--- src/include/discharge_consts.vh ---
`ifndef DISCHARGE_CONSTS_VH
`define DISCHARGE_CONSTS_VH

// Register addresses on the plain register port.
`define ADDR_W 4
`define ADDR_CTRL 4'h0
`define ADDR_CELL_EN 4'h1
`define ADDR_STATUS_B 4'h2
`define ADDR_CMD 4'h3
`define ADDR_IRQ_STAT 4'h4
`define ADDR_IRQ_MASK 4'h5
`define ADDR_PHASE 4'h6

// Command register bits.
`define CMD_CONVERT_BIT 0
`define CMD_PERMIT_BIT 1
`define CMD_CLEAR_STAT_BIT 2

// Control register bits.
`define CTRL_SLEEP_BIT 0

// Status group B bit position of the thermal flag.
`define STAT_THERMAL_SHUTDOWN_FLAG_BIT 0

// Interrupt status bits.
`define IRQ_THERMAL_SHUTDOWN_FLAG_BIT 0
`define IRQ_DONE_BIT 1
`define IRQ_W 2

// Reset values.
`define CELL_EN_RESET 12'h000
`define IRQ_MASK_RESET 2'h0

// Conversion sequencing: six measure periods then six calibrate periods.
`define PERIODS_PER_HALF 3'h6
`define PERIOD_IDX_LAST 3'h5
`define PERIOD_NS 1000
`define CLK_NS 5

`endif

--- src/hdl/cell_discharge_control.v ---
//Contract
// - Permitted bit set leaves switches untouched.
// - Permitted clear turns off converting neighbours.
// - Outputs k, k+6 off periods k-1..k+1.
// - Forced-off wins over discharge enable.
// - Enabled output stays on otherwise.
// - Thermal detection armed except while asleep.
// - Over-temperature resets configuration, switches off.
// - Over-temperature sets thermal-shutdown flag.
// - Status group B read clears flag.
// - Clear-status command acts on flag.
// - Switch pins are pulled-up digital outputs.
`timescale 1ns/1ps
`default_nettype none
`include "discharge_consts.vh"

module cell_discharge_control #(
  parameter CELLS = 12,
  parameter CNT_W = 16,
  parameter PERIOD_CYCLES = `PERIOD_NS / `CLK_NS
) (
  // Clock and reset.
  input wire i_mclk,
  input wire i_rstn,
  // Register port.
  input wire [`ADDR_W-1:0] i_addr,
  input wire [31:0] i_wdata,
  input wire i_wr,
  input wire i_rd,
  output reg [31:0] o_rdata,
  // Die temperature detector, high above threshold.
  input wire i_overtemp,
  // Discharge switch pins: drive low pulls gate, released pin floats to pull-up.
  output wire [CELLS-1:0] o_discharge_out,
  output wire [CELLS-1:0] o_discharge_oe,
  // Status and interrupt.
  output wire o_converting,
  output wire o_irq
);
  localparam [CNT_W-1:0] PCYC = PERIOD_CYCLES[CNT_W-1:0];
  // Sequencer states, one-hot.
  localparam [1:0] ST_IDLE = 2'b01;
  localparam [1:0] ST_CONV = 2'b10;

  reg [1:0] state_reg;
  reg [1:0] state_next;
  reg [CELLS-1:0] cell_discharge_enable_reg;
  reg sleep_reg;
  reg discharge_permitted_reg;
  reg [5:0] period_reg;
  reg calib_half_reg;
  reg thermal_shutdown_flag_reg;
  reg [`IRQ_W-1:0] irq_stat_reg;
  reg [`IRQ_W-1:0] irq_mask_reg;
  reg trip_prev_reg;
  wire tick;
  wire [CELLS-1:0] force_off;
  wire trip;
  wire trip_rise;
  wire conv_start;
  wire clear_stat;
  wire rd_status_b;
  wire last_period;
  wire conv_done;

  assign conv_start = i_wr && (i_addr == `ADDR_CMD) && i_wdata[`CMD_CONVERT_BIT];
  assign clear_stat = i_wr && (i_addr == `ADDR_CMD) && i_wdata[`CMD_CLEAR_STAT_BIT];
  assign rd_status_b = i_rd && (i_addr == `ADDR_STATUS_B);
  assign trip = i_overtemp && !sleep_reg;
  assign trip_rise = trip && !trip_prev_reg;
  assign last_period = period_reg[5];
  assign conv_done = (state_reg == ST_CONV) && tick && last_period && calib_half_reg;
  assign o_converting = (state_reg == ST_CONV);

  period_timer #(
    .CNT_W(CNT_W)
  ) u_timer (
    .i_mclk(i_mclk),
    .i_rstn(i_rstn),
    .i_run(o_converting),
    .i_cycles(PCYC),
    .o_tick(tick)
  );

  discharge_mask #(
    .CELLS(CELLS)
  ) u_mask (
    .i_period_onehot(period_reg),
    .i_forcing(o_converting && !discharge_permitted_reg),
    .o_force_off(force_off)
  );

  // Sequencer next state; the conversion runs all twelve periods unless a trip ends it early.
  always @* begin
    state_next = state_reg;
    case (state_reg)
      ST_IDLE: begin
        if (conv_start && !trip) begin
          state_next = ST_CONV;
        end
      end
      ST_CONV: begin
        if (conv_done || trip) begin
          state_next = ST_IDLE;
        end
      end
      default: begin
        state_next = ST_IDLE;
      end
    endcase
  end

  // Sequencer registers: period walks one-hot through six, then again for calibration.
  always @(posedge i_mclk) begin
    if (!i_rstn) begin
      state_reg <= ST_IDLE;
      period_reg <= 6'h01;
      calib_half_reg <= 1'b0;
      discharge_permitted_reg <= 1'b0;
    end else begin
      state_reg <= state_next;
      if (state_reg == ST_IDLE && state_next == ST_CONV) begin
        period_reg <= 6'h01;
        calib_half_reg <= 1'b0;
        discharge_permitted_reg <= i_wdata[`CMD_PERMIT_BIT];
      end else if (o_converting && tick) begin
        period_reg <= {period_reg[4:0], period_reg[5]};
        if (last_period) begin
          calib_half_reg <= 1'b1;
        end
      end
    end
  end

  // Configuration; an over-temperature trip returns it to defaults.
  always @(posedge i_mclk) begin
    if (!i_rstn || trip) begin
      cell_discharge_enable_reg <= `CELL_EN_RESET;
      sleep_reg <= 1'b0;
      irq_mask_reg <= `IRQ_MASK_RESET;
    end else if (i_wr) begin
      if (i_addr == `ADDR_CELL_EN) begin
        cell_discharge_enable_reg <= i_wdata[CELLS-1:0];
      end
      if (i_addr == `ADDR_CTRL) begin
        sleep_reg <= i_wdata[`CTRL_SLEEP_BIT];
      end
      if (i_addr == `ADDR_IRQ_MASK) begin
        irq_mask_reg <= i_wdata[`IRQ_W-1:0];
      end
    end
  end

  // Thermal flag: a trip beats any clear in the same cycle, and holds after cooling.
  always @(posedge i_mclk) begin
    if (!i_rstn) begin
      thermal_shutdown_flag_reg <= 1'b0;
      trip_prev_reg <= 1'b0;
    end else begin
      trip_prev_reg <= trip;
      if (trip) begin
        thermal_shutdown_flag_reg <= 1'b1;
      end else if (rd_status_b || clear_stat) begin
        thermal_shutdown_flag_reg <= 1'b0;
      end
    end
  end

  // Interrupt status: sticky, write one to clear, a new event wins over the clear.
  always @(posedge i_mclk) begin
    if (!i_rstn) begin
      irq_stat_reg <= {`IRQ_W{1'b0}};
    end else begin
      if (i_wr && i_addr == `ADDR_IRQ_STAT) begin
        irq_stat_reg <= irq_stat_reg & ~i_wdata[`IRQ_W-1:0] |
          {conv_done, trip_rise};
      end else begin
        irq_stat_reg <= irq_stat_reg | {conv_done, trip_rise};
      end
    end
  end

  assign o_irq = |(irq_stat_reg & irq_mask_reg);

  // Read data stand in the cycle after the strobe only; unmapped reads give zero.
  always @(posedge i_mclk) begin
    if (!i_rstn || !i_rd) begin
      o_rdata <= 32'h0000_0000;
    end else begin
      case (i_addr)
        `ADDR_CTRL: o_rdata <= {31'h0, sleep_reg};
        `ADDR_CELL_EN: o_rdata <= {{(32-CELLS){1'b0}}, cell_discharge_enable_reg};
        `ADDR_STATUS_B: o_rdata <= {31'h0, thermal_shutdown_flag_reg};
        `ADDR_IRQ_STAT: o_rdata <= {30'h0, irq_stat_reg};
        `ADDR_IRQ_MASK: o_rdata <= {30'h0, irq_mask_reg};
        `ADDR_PHASE: o_rdata <= {23'h0, calib_half_reg, discharge_permitted_reg,
          o_converting, period_reg};
        default: o_rdata <= 32'h0000_0000;
      endcase
    end
  end

  // Switch drive: enabled and not forced off pulls low to turn on the switch.
  // Released pins go to the internal pull-up, which keeps the external gate off.
  assign o_discharge_oe = cell_discharge_enable_reg & ~force_off;
  assign o_discharge_out = {CELLS{1'b0}};
endmodule // cell_discharge_control
`default_nettype wire

--- src/hdl/discharge_mask.v ---
`timescale 1ns/1ps
`default_nettype none
`include "discharge_consts.vh"

module discharge_mask #(
  parameter CELLS = 12
) (
  // Current period, one-hot over six cell pairs.
  input wire [5:0] i_period_onehot,
  input wire i_forcing,
  // Per-cell forced-off mask.
  output wire [CELLS-1:0] o_force_off
);
  // Output k and k+6 are off in periods k-1, k, k+1, wrapping over six.
  genvar k;
  generate
    for (k = 0; k < CELLS; k = k + 1) begin : g_cell
      localparam integer P = k % 6;
      localparam integer PM = (P + 5) % 6;
      localparam integer PP = (P + 1) % 6;
      assign o_force_off[k] = i_forcing &&
        (i_period_onehot[PM] || i_period_onehot[P] || i_period_onehot[PP]);
    end
  endgenerate
endmodule // discharge_mask
`default_nettype wire

--- src/hdl/period_timer.v ---
`timescale 1ns/1ps
`default_nettype none
`include "discharge_consts.vh"

module period_timer #(
  parameter CNT_W = 16
) (
  // Clock and reset.
  input wire i_mclk,
  input wire i_rstn,
  // Control.
  input wire i_run,
  input wire [CNT_W-1:0] i_cycles,
  // Period end pulse.
  output wire o_tick
);
  reg [CNT_W-1:0] cnt_reg;

  // Counts up the cycles of one conversion period; restarts when idle.
  always @(posedge i_mclk) begin
    if (!i_rstn || !i_run || o_tick) begin
      cnt_reg <= {CNT_W{1'b0}};
    end else begin
      cnt_reg <= cnt_reg + {{(CNT_W-1){1'b0}}, 1'b1};
    end
  end

  assign o_tick = i_run && (cnt_reg == i_cycles - {{(CNT_W-1){1'b0}}, 1'b1});
endmodule // period_timer
`default_nettype wire

--- config.mk ---
export PLATFORM = sky130hd
export DESIGN_NAME = cell_discharge_control
export DESIGN_NICKNAME = d
export VERILOG_FILES = /design/src/hdl/cell_discharge_control.v /design/src/hdl/discharge_mask.v /design/src/hdl/period_timer.v
export VERILOG_INCLUDE_DIRS = /design/src /design/src/include
export SDC_FILE = /design/constraint.sdc
export NUM_CORES = 1
export LEC_CHECK = 0
export BUFFER_PORTS_ARGS = -buffer_cell sky130_fd_sc_hd__buf_2
export CAP_MARGIN = 30
export CORE_MARGIN = 2
export CORE_UTILIZATION = 53
export DETAILED_ROUTE_END_ITERATION = 10
export GPL_TIMING_DRIVEN = 0
export PLACE_DENSITY_LB_ADDON = 0.08
export SLEW_MARGIN = 30
export SYNTH_ARGS = -nofsm -noshare
export SYNTH_HDL_FRONTEND = slang
export SYNTH_SLANG_ARGS = --single-unit
--- constraint.sdc ---
create_clock -name i_mclk -period 4.6 [get_ports i_mclk]
set_clock_uncertainty 0.15 [all_clocks]
set_input_delay 0.92 -clock i_mclk [delete_from_list [all_inputs] [get_ports i_mclk]]
set_output_delay 0.92 -clock i_mclk [all_outputs]
set_load 0.02 [all_outputs]
# == Yosys cells after proc, flatten, opt, wreduce, memory -nomap -nowiden ==
# Index checks and enable logic that the tools add are counted.
# word_totals
word_cells,91
ff_bits,77
# op_classes
n_eq_ne,10
addsub,1
n_reduce_logical,53
n_bitwise,8
n_mux,7
# op_table
cell,count
$pmux 12 s6,1
$logic_and 1x1->1,20
$logic_or 1x1->1,18
$add 16x1->16 const B,1
$eq 16x8->1 const B,1
$and 12x12->12,1
$eq 4x3->1 const B,3
$not 12->12,1
$eq 4x2->1 const B,2
$reduce_and 2->1,4
$logic_not 1->1,7
$mux 2,3
$and 2x2->2,2
$eq 2x2->1 const B,2
$eq 4x1->1 const B,1
$logic_not 4->1,1
$or 2x2->2,2
$pmux 2 s2,1
$reduce_or 2->1,2
$eq 2x1->1 const B,1
$mux 1,2
$not 2->2,1
$reduce_bool 2->1,1
$not 1->1,1

# == Longest topological paths before layout ==
# Gate-level depths: netlist (run 1).
# depth
ltp_word,11
depth_mapped,8

# == By module ==
# A second synthesis (run 1) with hierarchy kept.
# unflattened
hier_cells,410
hier_area_um2,3457.1
# modules_own_cells
mod,area_per_inst_um2,cells_per_inst,instances,seq_area_each_um2
cell_discharge_control,2006.9,226,1,820.8
period_timer,1352.5,172,1,320.3
discharge_mask,97.6,12,1,0.0

# == Worst setup path before layout (run 1) ==
# No wires, ideal clock.
# synth_timing
path_kind,input to register
from,in i_addr[2]
to,reg discharge_permitted_reg
n_path_buf,1
slack_ns,1.921
stages,6
arrival_time_ns,2.457
setup_ns,0.072
path_cell_list,buf_2 > nand2b_4 > nor4_1 > o211ai_1 > a2111oi_4 > mux2i_1
# synth_via
elab_chain_len,8
# synth_lines
element,line_no,text
start: declaration,cell_discharge_control.v:26,"input wire [`ADDR_W-1:0] i_addr,"
$eq 4x2->1 (no line),-,
$logic_and 1x1->1 (2 in a row),cell_discharge_control.v:66,assign conv_start = i_wr && (i_addr == `ADDR_CMD) && i_wdata[`CMD_CONVERT_BIT];
$logic_and 1x1->1,cell_discharge_control.v:98,if (conv_start && !trip) begin
$mux 2,cell_discharge_control.v:98,
$pmux 2 s2,cell_discharge_control.v:96,case (state_reg)
$eq 2x2->1,cell_discharge_control.v:122,if (state_reg == ST_IDLE && state_next == ST_CONV) begin
$logic_and 1x1->1,cell_discharge_control.v:122,
end signal: assignment,cell_discharge_control.v:125,discharge_permitted_reg <= i_wdata[`CMD_PERMIT_BIT];
end: declaration,cell_discharge_control.v:49,reg discharge_permitted_reg;
# No other way between the ends.
# A chain may end at the register's enable or synchronous reset.

# == Worst setup path after layout (run 1) ==
# layout_timing
from,reg state_reg[1]
to,out o_discharge_oe[11]
# layout_via
elab_chain_len,5
# layout_lines
element,line_no,text
start: declaration,cell_discharge_control.v:45,reg [1:0] state_reg;
start signal: assignment,cell_discharge_control.v:121,state_reg <= state_next;
$eq 2x2->1,cell_discharge_control.v:73,assign o_converting = (state_reg == ST_CONV);
$logic_and 1x1->1,cell_discharge_control.v:89,".i_forcing(o_converting && !discharge_permitted_reg),"
$logic_and 1x1->1,discharge_mask.v:21,assign o_force_off[k] = i_forcing &&
$not 12->12,cell_discharge_control.v:205,assign o_discharge_oe = cell_discharge_enable_reg & ~force_off;
$and 12x12->12,cell_discharge_control.v:205,
end: declaration,cell_discharge_control.v:35,"output wire [CELLS-1:0] o_discharge_oe,"
# No other way between the ends.

==> results of run 1 <==
[per-layer routing]
layer / vias up / GRT usage [%] / share of wire (%)
met4: 0 / 8.364 / 0.84
met3: 6 / 5.569 / 5.3
met1: 1062 / 25.52 / 44
li1: 1230 / - / -
met2: 71 / 37.79 / 50
met5: - / 0 / 0
[cells in the final DEF, fill, tap and decap left out, types with 8 or more instances in the layout]
cell type,n
sky130_fd_sc_hd__conb_1,32
sky130_fd_sc_hd__dfxtp_1,57
sky130_fd_sc_hd__nor3_1,9
sky130_fd_sc_hd__mux2i_1,8
sky130_fd_sc_hd__nor2b_1,15
sky130_fd_sc_hd__buf_4,33
sky130_fd_sc_hd__clkbuf_8,9
sky130_fd_sc_hd__buf_2,45
sky130_fd_sc_hd__nand2_1,43
sky130_fd_sc_hd__nor2_1,41
sky130_fd_sc_hd__clkbuf_1,8
sky130_fd_sc_hd__a21oi_1,17
[power groups by stage]
stage          clock network, mW  logic, mW  registers (mW)
6_report                   0.504     0.0975           0.500
5_1_grt                    0.533      0.107           0.500
4_1_cts                    0.510     0.0957           0.500
3_5_place_dp                   0     0.0950           0.511
3_3_place_gp                   0     0.0941           0.511
2_1_floorplan                  0     0.0767           0.511
[per-stage QoR]
| step | instances | util, % | worst slack [ns] | hold WS [ns] |
|---|---|---|---|---|
| after global routing | 491 | 67.31 | 1.631 | 0.3457 |
| after floorplan | 362 | - | 1.921 | 0.2796 |
| after detailed placement | 475 | 63.17 | 1.574 | 0.2985 |
| after global placement | 475 | 63.17 | 1.617 | 0.2917 |
| after CTS | 491 | 67.31 | 1.747 | 0.3136 |
| final | 491 | 67.31 | 1.737 | 0.3096 |
[critical path: cells and delay by family (launching register included)]
| family | cells | cell delay (ns) |
|---|---|---|
| DFF | 1 | 0.38 |
| buffers and inverters | 1 | 0.17 |
| adders and majority gates | 1 | 0.40 |
| and+or+nand+nor | 3 | 0.51 |
[worst paths after layout]
kind | from | end
hold / removal | u_timer.cnt_reg[0]$_SDFF_PP0_ | u_timer.cnt_reg[0]$_SDFF_PP0_
setup / recovery | state_reg[1]$_SDFF_PN0_ | o_discharge_oe[11]
setup reg to reg | state_reg[1]$_SDFF_PN0_ | u_timer.cnt_reg[9]$_SDFF_PP0_
hold reg to reg | u_timer.cnt_reg[0]$_SDFF_PP0_ | u_timer.cnt_reg[0]$_SDFF_PP0_
[logic make-up after synthesis]
logic type / count (synthesis)
other: 1
flip-flops: 57
buffers and inverters: 51
adder cells (fa/ha/maj): 3
multiplexers: 9
AO/OA/AOI/OAI: 44
XOR/XNOR: 12
AND/OR/NAND/NOR: 154
[layout make-up]
class	count	area, um2	share of cell area (%)
Clock buffer	10	127.6	3.736
Tap cell	70	87.58	2.564
Buffer	43	295.3	8.645
Clock inverter	6	82.58	2.418
Timing Repair Buffer	43	215.2	6.300
Inverter	8	30.03	0.8791
Sequential cell	57	1141	33.41
Multi-Input combinational cell	254	1436	42.05
==> impl_metrics.prom, run 1 <==
# TYPE chip_impl_metric gauge
chip_impl_info{name="clock_tree_from_tritoncts",value="done"} 1
chip_impl_metric{name="netSwitchingFraction",unit="%"} 23.99
chip_impl_metric{name="design.portCount",unit=""} 99
chip_impl_metric{name="syn_area",unit="um2"} 2786
chip_impl_metric{name="setup_viol",unit=""} 0
chip_impl_metric{name="port-buffer-count",unit=""} 43
chip_impl_metric{name="initial_core_util",unit="%"} 54.91
chip_impl_metric{name="layout.cell_area.non_filler",unit="um2"} 3416
chip_impl_metric{name="critPathMaxFanout",unit=""} 7
chip_impl_metric{name="proportion_of_power_drawn_by_combinational_gates",unit="%"} 8.9
chip_impl_metric{name="synthesis.instances",unit=""} 331
chip_impl_metric{name="number_of_antenna_violations_at_the_first_check_in_global_routing",unit=""} 0
chip_impl_metric{name="htree_num_levels",unit=""} 3
chip_impl_info{name="critical_path.cell_chain",value="ha_1 -> nand2b_1 -> nor2_1 -> nor2b_1 -> buf_2"} 1
chip_impl_metric{name="dr.pass1.iters",unit=""} 5
chip_impl_metric{name="power.density",unit="nW/um2"} 322.5
chip_impl_metric{name="std_cell_rows",unit=""} 26
chip_impl_metric{name="area_of_the_die",unit="um2"} 5853
chip_impl_metric{name="detail_route.wl_per_cell",unit="um"} 12.42
chip_impl_metric{name="hpwlAfterDp",unit="um"} 4407
chip_impl_metric{name="synthesis.area_per_instance",unit="um2"} 8.418
chip_impl_metric{name="synth.yosys.warnings",unit=""} 0
chip_impl_metric{name="dieWidth",unit="um"} 76.51
chip_impl_metric{name="largest_reg_flops",unit=""} 16
chip_impl_info{name="postSynth.topFlopCell",value="sky130_fd_sc_hd__dfxtp_1"} 1
chip_impl_metric{name="clkLatencyLatePin",unit="ns"} 0.33
chip_impl_metric{name="first_global_vias",unit=""} 2248
chip_impl_metric{name="viasPerCell",unit=""} 4.825
chip_impl_metric{name="synth_edf_count",unit=""} 0
chip_impl_metric{name="synth.ff_latch_count",unit=""} 57
chip_impl_info{name="synth.most_common_cell",value="sky130_fd_sc_hd__dfxtp_1"} 1
chip_impl_metric{name="cts.repair_timing.setup_buffer_count",unit=""} 0
chip_impl_metric{name="final_net_count",unit=""} 460
chip_impl_metric{name="achievable-frequency",unit="MHz"} 349.2
chip_impl_metric{name="fill_cells",unit=""} 462
chip_impl_metric{name="area.growth.synth_to_final",unit="%"} 22.59
chip_impl_info{name="clk_root_buffer_cell",value="sky130_fd_sc_hd__clkbuf_8"} 1
chip_impl_metric{name="critical_path_required",unit="ns"} 3.53
chip_impl_metric{name="maximum_buffer_depth_of_the_clock_tree",unit=""} 2
chip_impl_info{name="synth.largest_area_cell",value="sky130_fd_sc_hd__dfxtp_1"} 1
chip_impl_metric{name="min_delay_path_depth",unit=""} 1
chip_impl_metric{name="pwr-share-clk",unit="%"} 45.7
chip_impl_metric{name="cts.sink_count",unit=""} 57
chip_impl_metric{name="gp_routability_congestion",unit=""} 0.9003
chip_impl_metric{name="grt_max_degree",unit=""} 11
chip_impl_metric{name="finalCritPeriodShare",unit="%"} 62.25
chip_impl_metric{name="drv_cap",unit=""} 0
chip_impl_metric{name="fin_crit",unit="ns"} 2.863
chip_impl_metric{name="n_antenna_cell",unit=""} 0
chip_impl_metric{name="routed_wirelength",unit="um"} 6098
chip_impl_metric{name="synth_compound_gate_area_share",unit="%"} 10.64
chip_impl_metric{name="transition_time_at_the_pin_with_the_least_slew_margin",unit="ns"} 0.9331
chip_impl_metric{name="internal_power",unit="mW"} 0.8372
chip_impl_metric{name="cts_inserted_buffers",unit=""} 9
chip_impl_metric{name="total_power",unit="mW"} 1.101
chip_impl_metric{name="synth_top_area_share",unit="%"} 40.95
chip_impl_metric{name="timing.reg2reg.worst_path_depth",unit=""} 7
chip_impl_metric{name="all_layer_gr_usage",unit="%"} 21.69
chip_impl_info{name="synth.area.top_cells",value="sky130_fd_sc_hd__dfxtp_1, sky130_fd_sc_hd__buf_4, sky130_fd_sc_hd__nand2_1, sky130_fd_sc_hd__nor2_1, sky130_fd_sc_hd__nor2b_1"} 1
chip_impl_metric{name="clk_transition_reported_paths",unit="ns"} 0.06
chip_impl_metric{name="p_seq_share",unit="%"} 45.4
chip_impl_metric{name="post_synth_and_or_nand_nor_area_fraction",unit="%"} 28.20
chip_impl_metric{name="post_dp_cell_area",unit="um2"} 3206
chip_impl_metric{name="cp_data_arrival_time",unit="ns"} 1.79
chip_impl_metric{name="drive_above_1_share",unit="%"} 24.23
chip_impl_metric{name="slew_headroom",unit="%"} 37.32
chip_impl_metric{name="first_pass_grt_wire_length",unit="um"} 10130
chip_impl_info{name="run_status",value="finished, final reports clean"} 1
chip_impl_metric{name="number_of_failing_hold_endpoints_at_the_final_stage",unit=""} 0
chip_impl_metric{name="floorplan.core_area",unit="um2"} 5075
chip_impl_info{name="worst_hold_path_type",value="reg -> reg"} 1
chip_impl_metric{name="peak_supply_drop",unit="V"} 0.0002610
chip_impl_metric{name="synth-seq-area-share",unit="%"} 40.95
chip_impl_metric{name="postSynth.asyncResetShare",unit="%"} 0
chip_impl_metric{name="power.static_leakage",unit="nW"} 1.491
chip_impl_metric{name="synth.area.mux_share",unit="%"} 3.278
chip_impl_info{name="worst_path_max_delay_cell",value="sky130_fd_sc_hd__ha_1"} 1
chip_impl_metric{name="cts-resized-gates",unit=""} 0
chip_impl_metric{name="dr_total_vias",unit=""} 2369
chip_impl_info{name="timing.setup.critical_path_class",value="reg -> out"} 1
chip_impl_metric{name="synth_xor_area_share",unit="%"} 3.772
chip_impl_metric{name="rrSetupSlack",unit="ns"} 1.96
chip_impl_info{name="setup.worst_path.end_class",value="output pin"} 1
chip_impl_metric{name="setup_total_negative_slack",unit="ns"} 0
chip_impl_metric{name="final-max-slew-violation-count",unit=""} 0
chip_impl_info{name="worstSetupStartpointType",value="register"} 1
chip_impl_metric{name="max_stage_delay",unit="ns"} 0.40
chip_impl_info{name="grt_setup_unrepaired",value="no"} 1
chip_impl_metric{name="post_synth_fa_ha_maj_area_fraction",unit="%"} 1.347
chip_impl_metric{name="grt-ovfl-total",unit=""} 0
chip_impl_metric{name="antenna_violating_nets_post_route",unit=""} 0
chip_impl_metric{name="cts_hold_buffers",unit=""} 0
chip_impl_metric{name="synth_cell_types",unit=""} 49
chip_impl_metric{name="switching_power",unit="mW"} 0.2643
chip_impl_metric{name="detail_route.drc_violations",unit=""} 0
chip_impl_info{name="synth_commonest_cells",value="sky130_fd_sc_hd__dfxtp_1, sky130_fd_sc_hd__nand2_1, sky130_fd_sc_hd__nor2_1, sky130_fd_sc_hd__buf_4, sky130_fd_sc_hd__a21oi_1"} 1
chip_impl_metric{name="detail_route.iter0.violations",unit=""} 155
chip_impl_metric{name="die-height",unit="um"} 76.51
chip_impl_info{name="synth_top_family_by_area",value="simple AND/OR/NAND/NOR gates"} 1
Power figures use the tool's default switching activity.
==> run 2, diff against run 1 <==
CORE_UTILIZATION = 45   (was 53)
clock period = 2.4 ns   (was 4.6 ns; I/O delays follow)
==> impl_metrics.prom, run 2 (synthesis gave the netlist of run 1 again) <==
# TYPE chip_impl_metric gauge
chip_impl_info{name="run_status",value="finished, final reports clean"} 1
chip_impl_info{name="worst_hold_path_type",value="in -> reg"} 1
chip_impl_metric{name="dp.cells",unit=""} 480
chip_impl_metric{name="first_pass_grt_wire_length",unit="um"} 9673
chip_impl_metric{name="final-max-slew-violation-count",unit=""} 0
chip_impl_metric{name="netSwitchingFraction",unit="%"} 21.64
chip_impl_metric{name="switching_power",unit="mW"} 0.5182
chip_impl_metric{name="number_of_antenna_violations_at_the_first_check_in_global_routing",unit=""} 0
chip_impl_metric{name="detail_route.wl_per_cell",unit="um"} 11.92
chip_impl_metric{name="transition_time_at_the_pin_with_the_least_slew_margin",unit="ns"} 0.6216
chip_impl_metric{name="instances_no_fill",unit=""} 499
chip_impl_metric{name="power.density",unit="nW/um2"} 672.6
chip_impl_metric{name="fin_crit",unit="ns"} 2.291
chip_impl_info{name="worstSetupStartpointType",value="register"} 1
chip_impl_metric{name="gp_routability_congestion",unit=""} 0.8576
chip_impl_metric{name="critical_path_required",unit="ns"} 2.48
chip_impl_metric{name="number_of_failing_hold_endpoints_at_the_final_stage",unit=""} 0
chip_impl_metric{name="clkLatencyLatePin",unit="ns"} 0.34
chip_impl_metric{name="drive_above_1_share",unit="%"} 26.89
chip_impl_metric{name="all_layer_gr_usage",unit="%"} 19.06
chip_impl_metric{name="clk_transition_reported_paths",unit="ns"} 0.07
chip_impl_metric{name="hpwlAfterDp",unit="um"} 4297
chip_impl_metric{name="antenna_violating_nets_post_route",unit=""} 0
chip_impl_metric{name="pwr-share-clk",unit="%"} 52.1
chip_impl_metric{name="dieWidth",unit="um"} 82.69
chip_impl_info{name="setup.worst_path.end_class",value="register"} 1
chip_impl_metric{name="cts_inserted_buffers",unit=""} 9
chip_impl_metric{name="achievable-frequency",unit="MHz"} 436.5
chip_impl_metric{name="n_antenna_cell",unit=""} 0
chip_impl_metric{name="grt-ovfl-total",unit=""} 0
chip_impl_metric{name="area.growth.synth_to_final",unit="%"} 27.80
chip_impl_metric{name="htree_num_levels",unit=""} 3
chip_impl_metric{name="power.static_leakage",unit="nW"} 1.545
chip_impl_metric{name="area_of_the_die",unit="um2"} 6838
chip_impl_metric{name="initial_core_util",unit="%"} 46.79
chip_impl_metric{name="grt_max_degree",unit=""} 11
chip_impl_info{name="clk_root_buffer_cell",value="sky130_fd_sc_hd__clkbuf_8"} 1
chip_impl_info{name="layout.cells.most_common_list",value="sky130_fd_sc_hd__dfxtp_1, sky130_fd_sc_hd__buf_2, sky130_fd_sc_hd__nand2_1"} 1
chip_impl_metric{name="floorplan.core_area",unit="um2"} 5956
chip_impl_metric{name="drv_cap",unit=""} 0
chip_impl_info{name="grt_setup_unrepaired",value="no"} 1
chip_impl_metric{name="viasPerCell",unit=""} 4.745
chip_impl_metric{name="die-height",unit="um"} 82.69
chip_impl_metric{name="maximum_buffer_depth_of_the_clock_tree",unit=""} 2
chip_impl_metric{name="finish.utilization",unit="%"} 59.79
chip_impl_info{name="timing.setup.critical_path_class",value="reg -> reg"} 1
chip_impl_metric{name="cts.sink_count",unit=""} 57
chip_impl_metric{name="rrSetupSlack",unit="ns"} 0.11
chip_impl_metric{name="setup_viol",unit=""} 0
chip_impl_metric{name="final_net_count",unit=""} 463
chip_impl_info{name="clock_tree_from_tritoncts",value="done"} 1
chip_impl_metric{name="std_cell_rows",unit=""} 28
chip_impl_metric{name="cp_data_arrival_time",unit="ns"} 2.37
chip_impl_metric{name="routed_wirelength",unit="um"} 5948
chip_impl_metric{name="largest_reg_flops",unit=""} 16
chip_impl_metric{name="detail_route.drc_violations",unit=""} 0
chip_impl_metric{name="peak_supply_drop",unit="V"} 0.0004963
chip_impl_metric{name="port-buffer-count",unit=""} 43
chip_impl_metric{name="design.portCount",unit=""} 99
chip_impl_metric{name="finalCritPeriodShare",unit="%"} 95.45
chip_impl_info{name="commonest_non_fill_non_tap_cell_in_the_layout",value="sky130_fd_sc_hd__dfxtp_1"} 1
chip_impl_metric{name="dr.pass1.iters",unit=""} 5
chip_impl_metric{name="p_seq_share",unit="%"} 40.0
chip_impl_metric{name="detail_route.iter0.violations",unit=""} 173
chip_impl_metric{name="dr_total_vias",unit=""} 2368
chip_impl_metric{name="slew_headroom",unit="%"} 58.40
chip_impl_metric{name="internal_power",unit="mW"} 1.877
chip_impl_metric{name="proportion_of_power_drawn_by_combinational_gates",unit="%"} 7.9
chip_impl_metric{name="critPathMaxFanout",unit=""} 10
chip_impl_metric{name="first_global_vias",unit=""} 2013
[run 2: changes by cell type in the layout (fill, tap and decap cells not counted), sizes merged]
| cell | delta |
|---|---|
| buf | +3 |
| clkbuf | +1 |
| clkinv | -2 |
| bufinv | +2 |
| clkinvlp | -1 |
[run 2: what timing repair did]
| item | in CTS | in global routing |
|---|---|---|
| hold buffers | 0 | 0 |
| cloned | 0 | 0 |
| gates resized for setup | 2 | 8 |
| buffers inserted | 2 | 1 |
| endpoints found under the setup margin | 13 | 31 |
| pin swaps | 0 | 1 |
| hold endpoints to repair | 0 | 0 |
[run 2: layer usage]
| layer | wire (um) | track usage (%) |
|---|---|---|
| met3 | 393 | 4.348 |
| met5 | 0 | 0 |
| met1 | 2690 | 24.92 |
| met2 | 2737 | 29.60 |
| met4 | 127 | 9.344 |
[run 2: through the flow]
| step | total power, mW | setup slack [ns] | hold WS [ns] | cell area, um2 | setup TNS [ns] |
|---|---|---|---|---|---|
| after floorplan | 1.126 | 0.06018 | 0.2796 | 2905 | 0 |
| after global placement | 1.162 | -0.1450 | 0.2977 | 3214 | -1.421 |
| after detailed placement | 1.162 | -0.1707 | 0.3029 | 3214 | -1.981 |
| after CTS | 2.408 | 0.03753 | 0.2142 | 3523 | 0 |
| after global routing | 2.479 | 0.003494 | 0.2236 | 3561 | 0 |
| final | 2.395 | 0.1093 | 0.2263 | 3561 | 0 |
[run 2: path summary, 6_finish.rpt]
path	start	to	cells after the start
setup / recovery	state_reg[0]$_SDFF_PN1_	u_timer.cnt_reg[7]$_SDFF_PP0_	8
hold / removal	i_wdata[10]	cell_discharge_enable_reg[10]$_SDFFE_PP0P_	3
setup reg to reg	state_reg[0]$_SDFF_PN1_	u_timer.cnt_reg[7]$_SDFF_PP0_	8
hold reg to reg	u_timer.cnt_reg[0]$_SDFF_PP0_	u_timer.cnt_reg[0]$_SDFF_PP0_	1
[run 2: power groups by stage]
stage / Combinational, mW / Clock [mW] / Sequential, mW
after floorplan: 0.147 / 0 / 0.979
after global placement: 0.182 / 0 / 0.980
after detailed placement: 0.182 / 0 / 0.980
after CTS: 0.186 / 1.26 / 0.958
after global routing: 0.208 / 1.31 / 0.959
final: 0.189 / 1.25 / 0.959
[run 2: area by class of cell]
type                            instances  area, um2
Timing Repair Buffer                   46      237.7
Clock buffer                           11      151.4
Fill cell                             543       2395
Tap cell                               75      93.84
Sequential cell                        57       1142
Buffer                                 43      302.8
Clock inverter                          5      125.1
Multi-Input combinational cell        254       1478
Inverter                                8      30.03
[run 2: worst max-delay path: stages, from the launching register on]
cell and delay, ns:
sky130_fd_sc_hd__dfxtp_1 0.33, sky130_fd_sc_hd__inv_2 0.08, sky130_fd_sc_hd__ha_4 0.15, sky130_fd_sc_hd__or4bb_4 0.46, sky130_fd_sc_hd__or4b_4 0.53, sky130_fd_sc_hd__buf_6 0.16
sky130_fd_sc_hd__nand3_4 0.13, sky130_fd_sc_hd__buf_8 0.14, sky130_fd_sc_hd__nor2_1 0.05
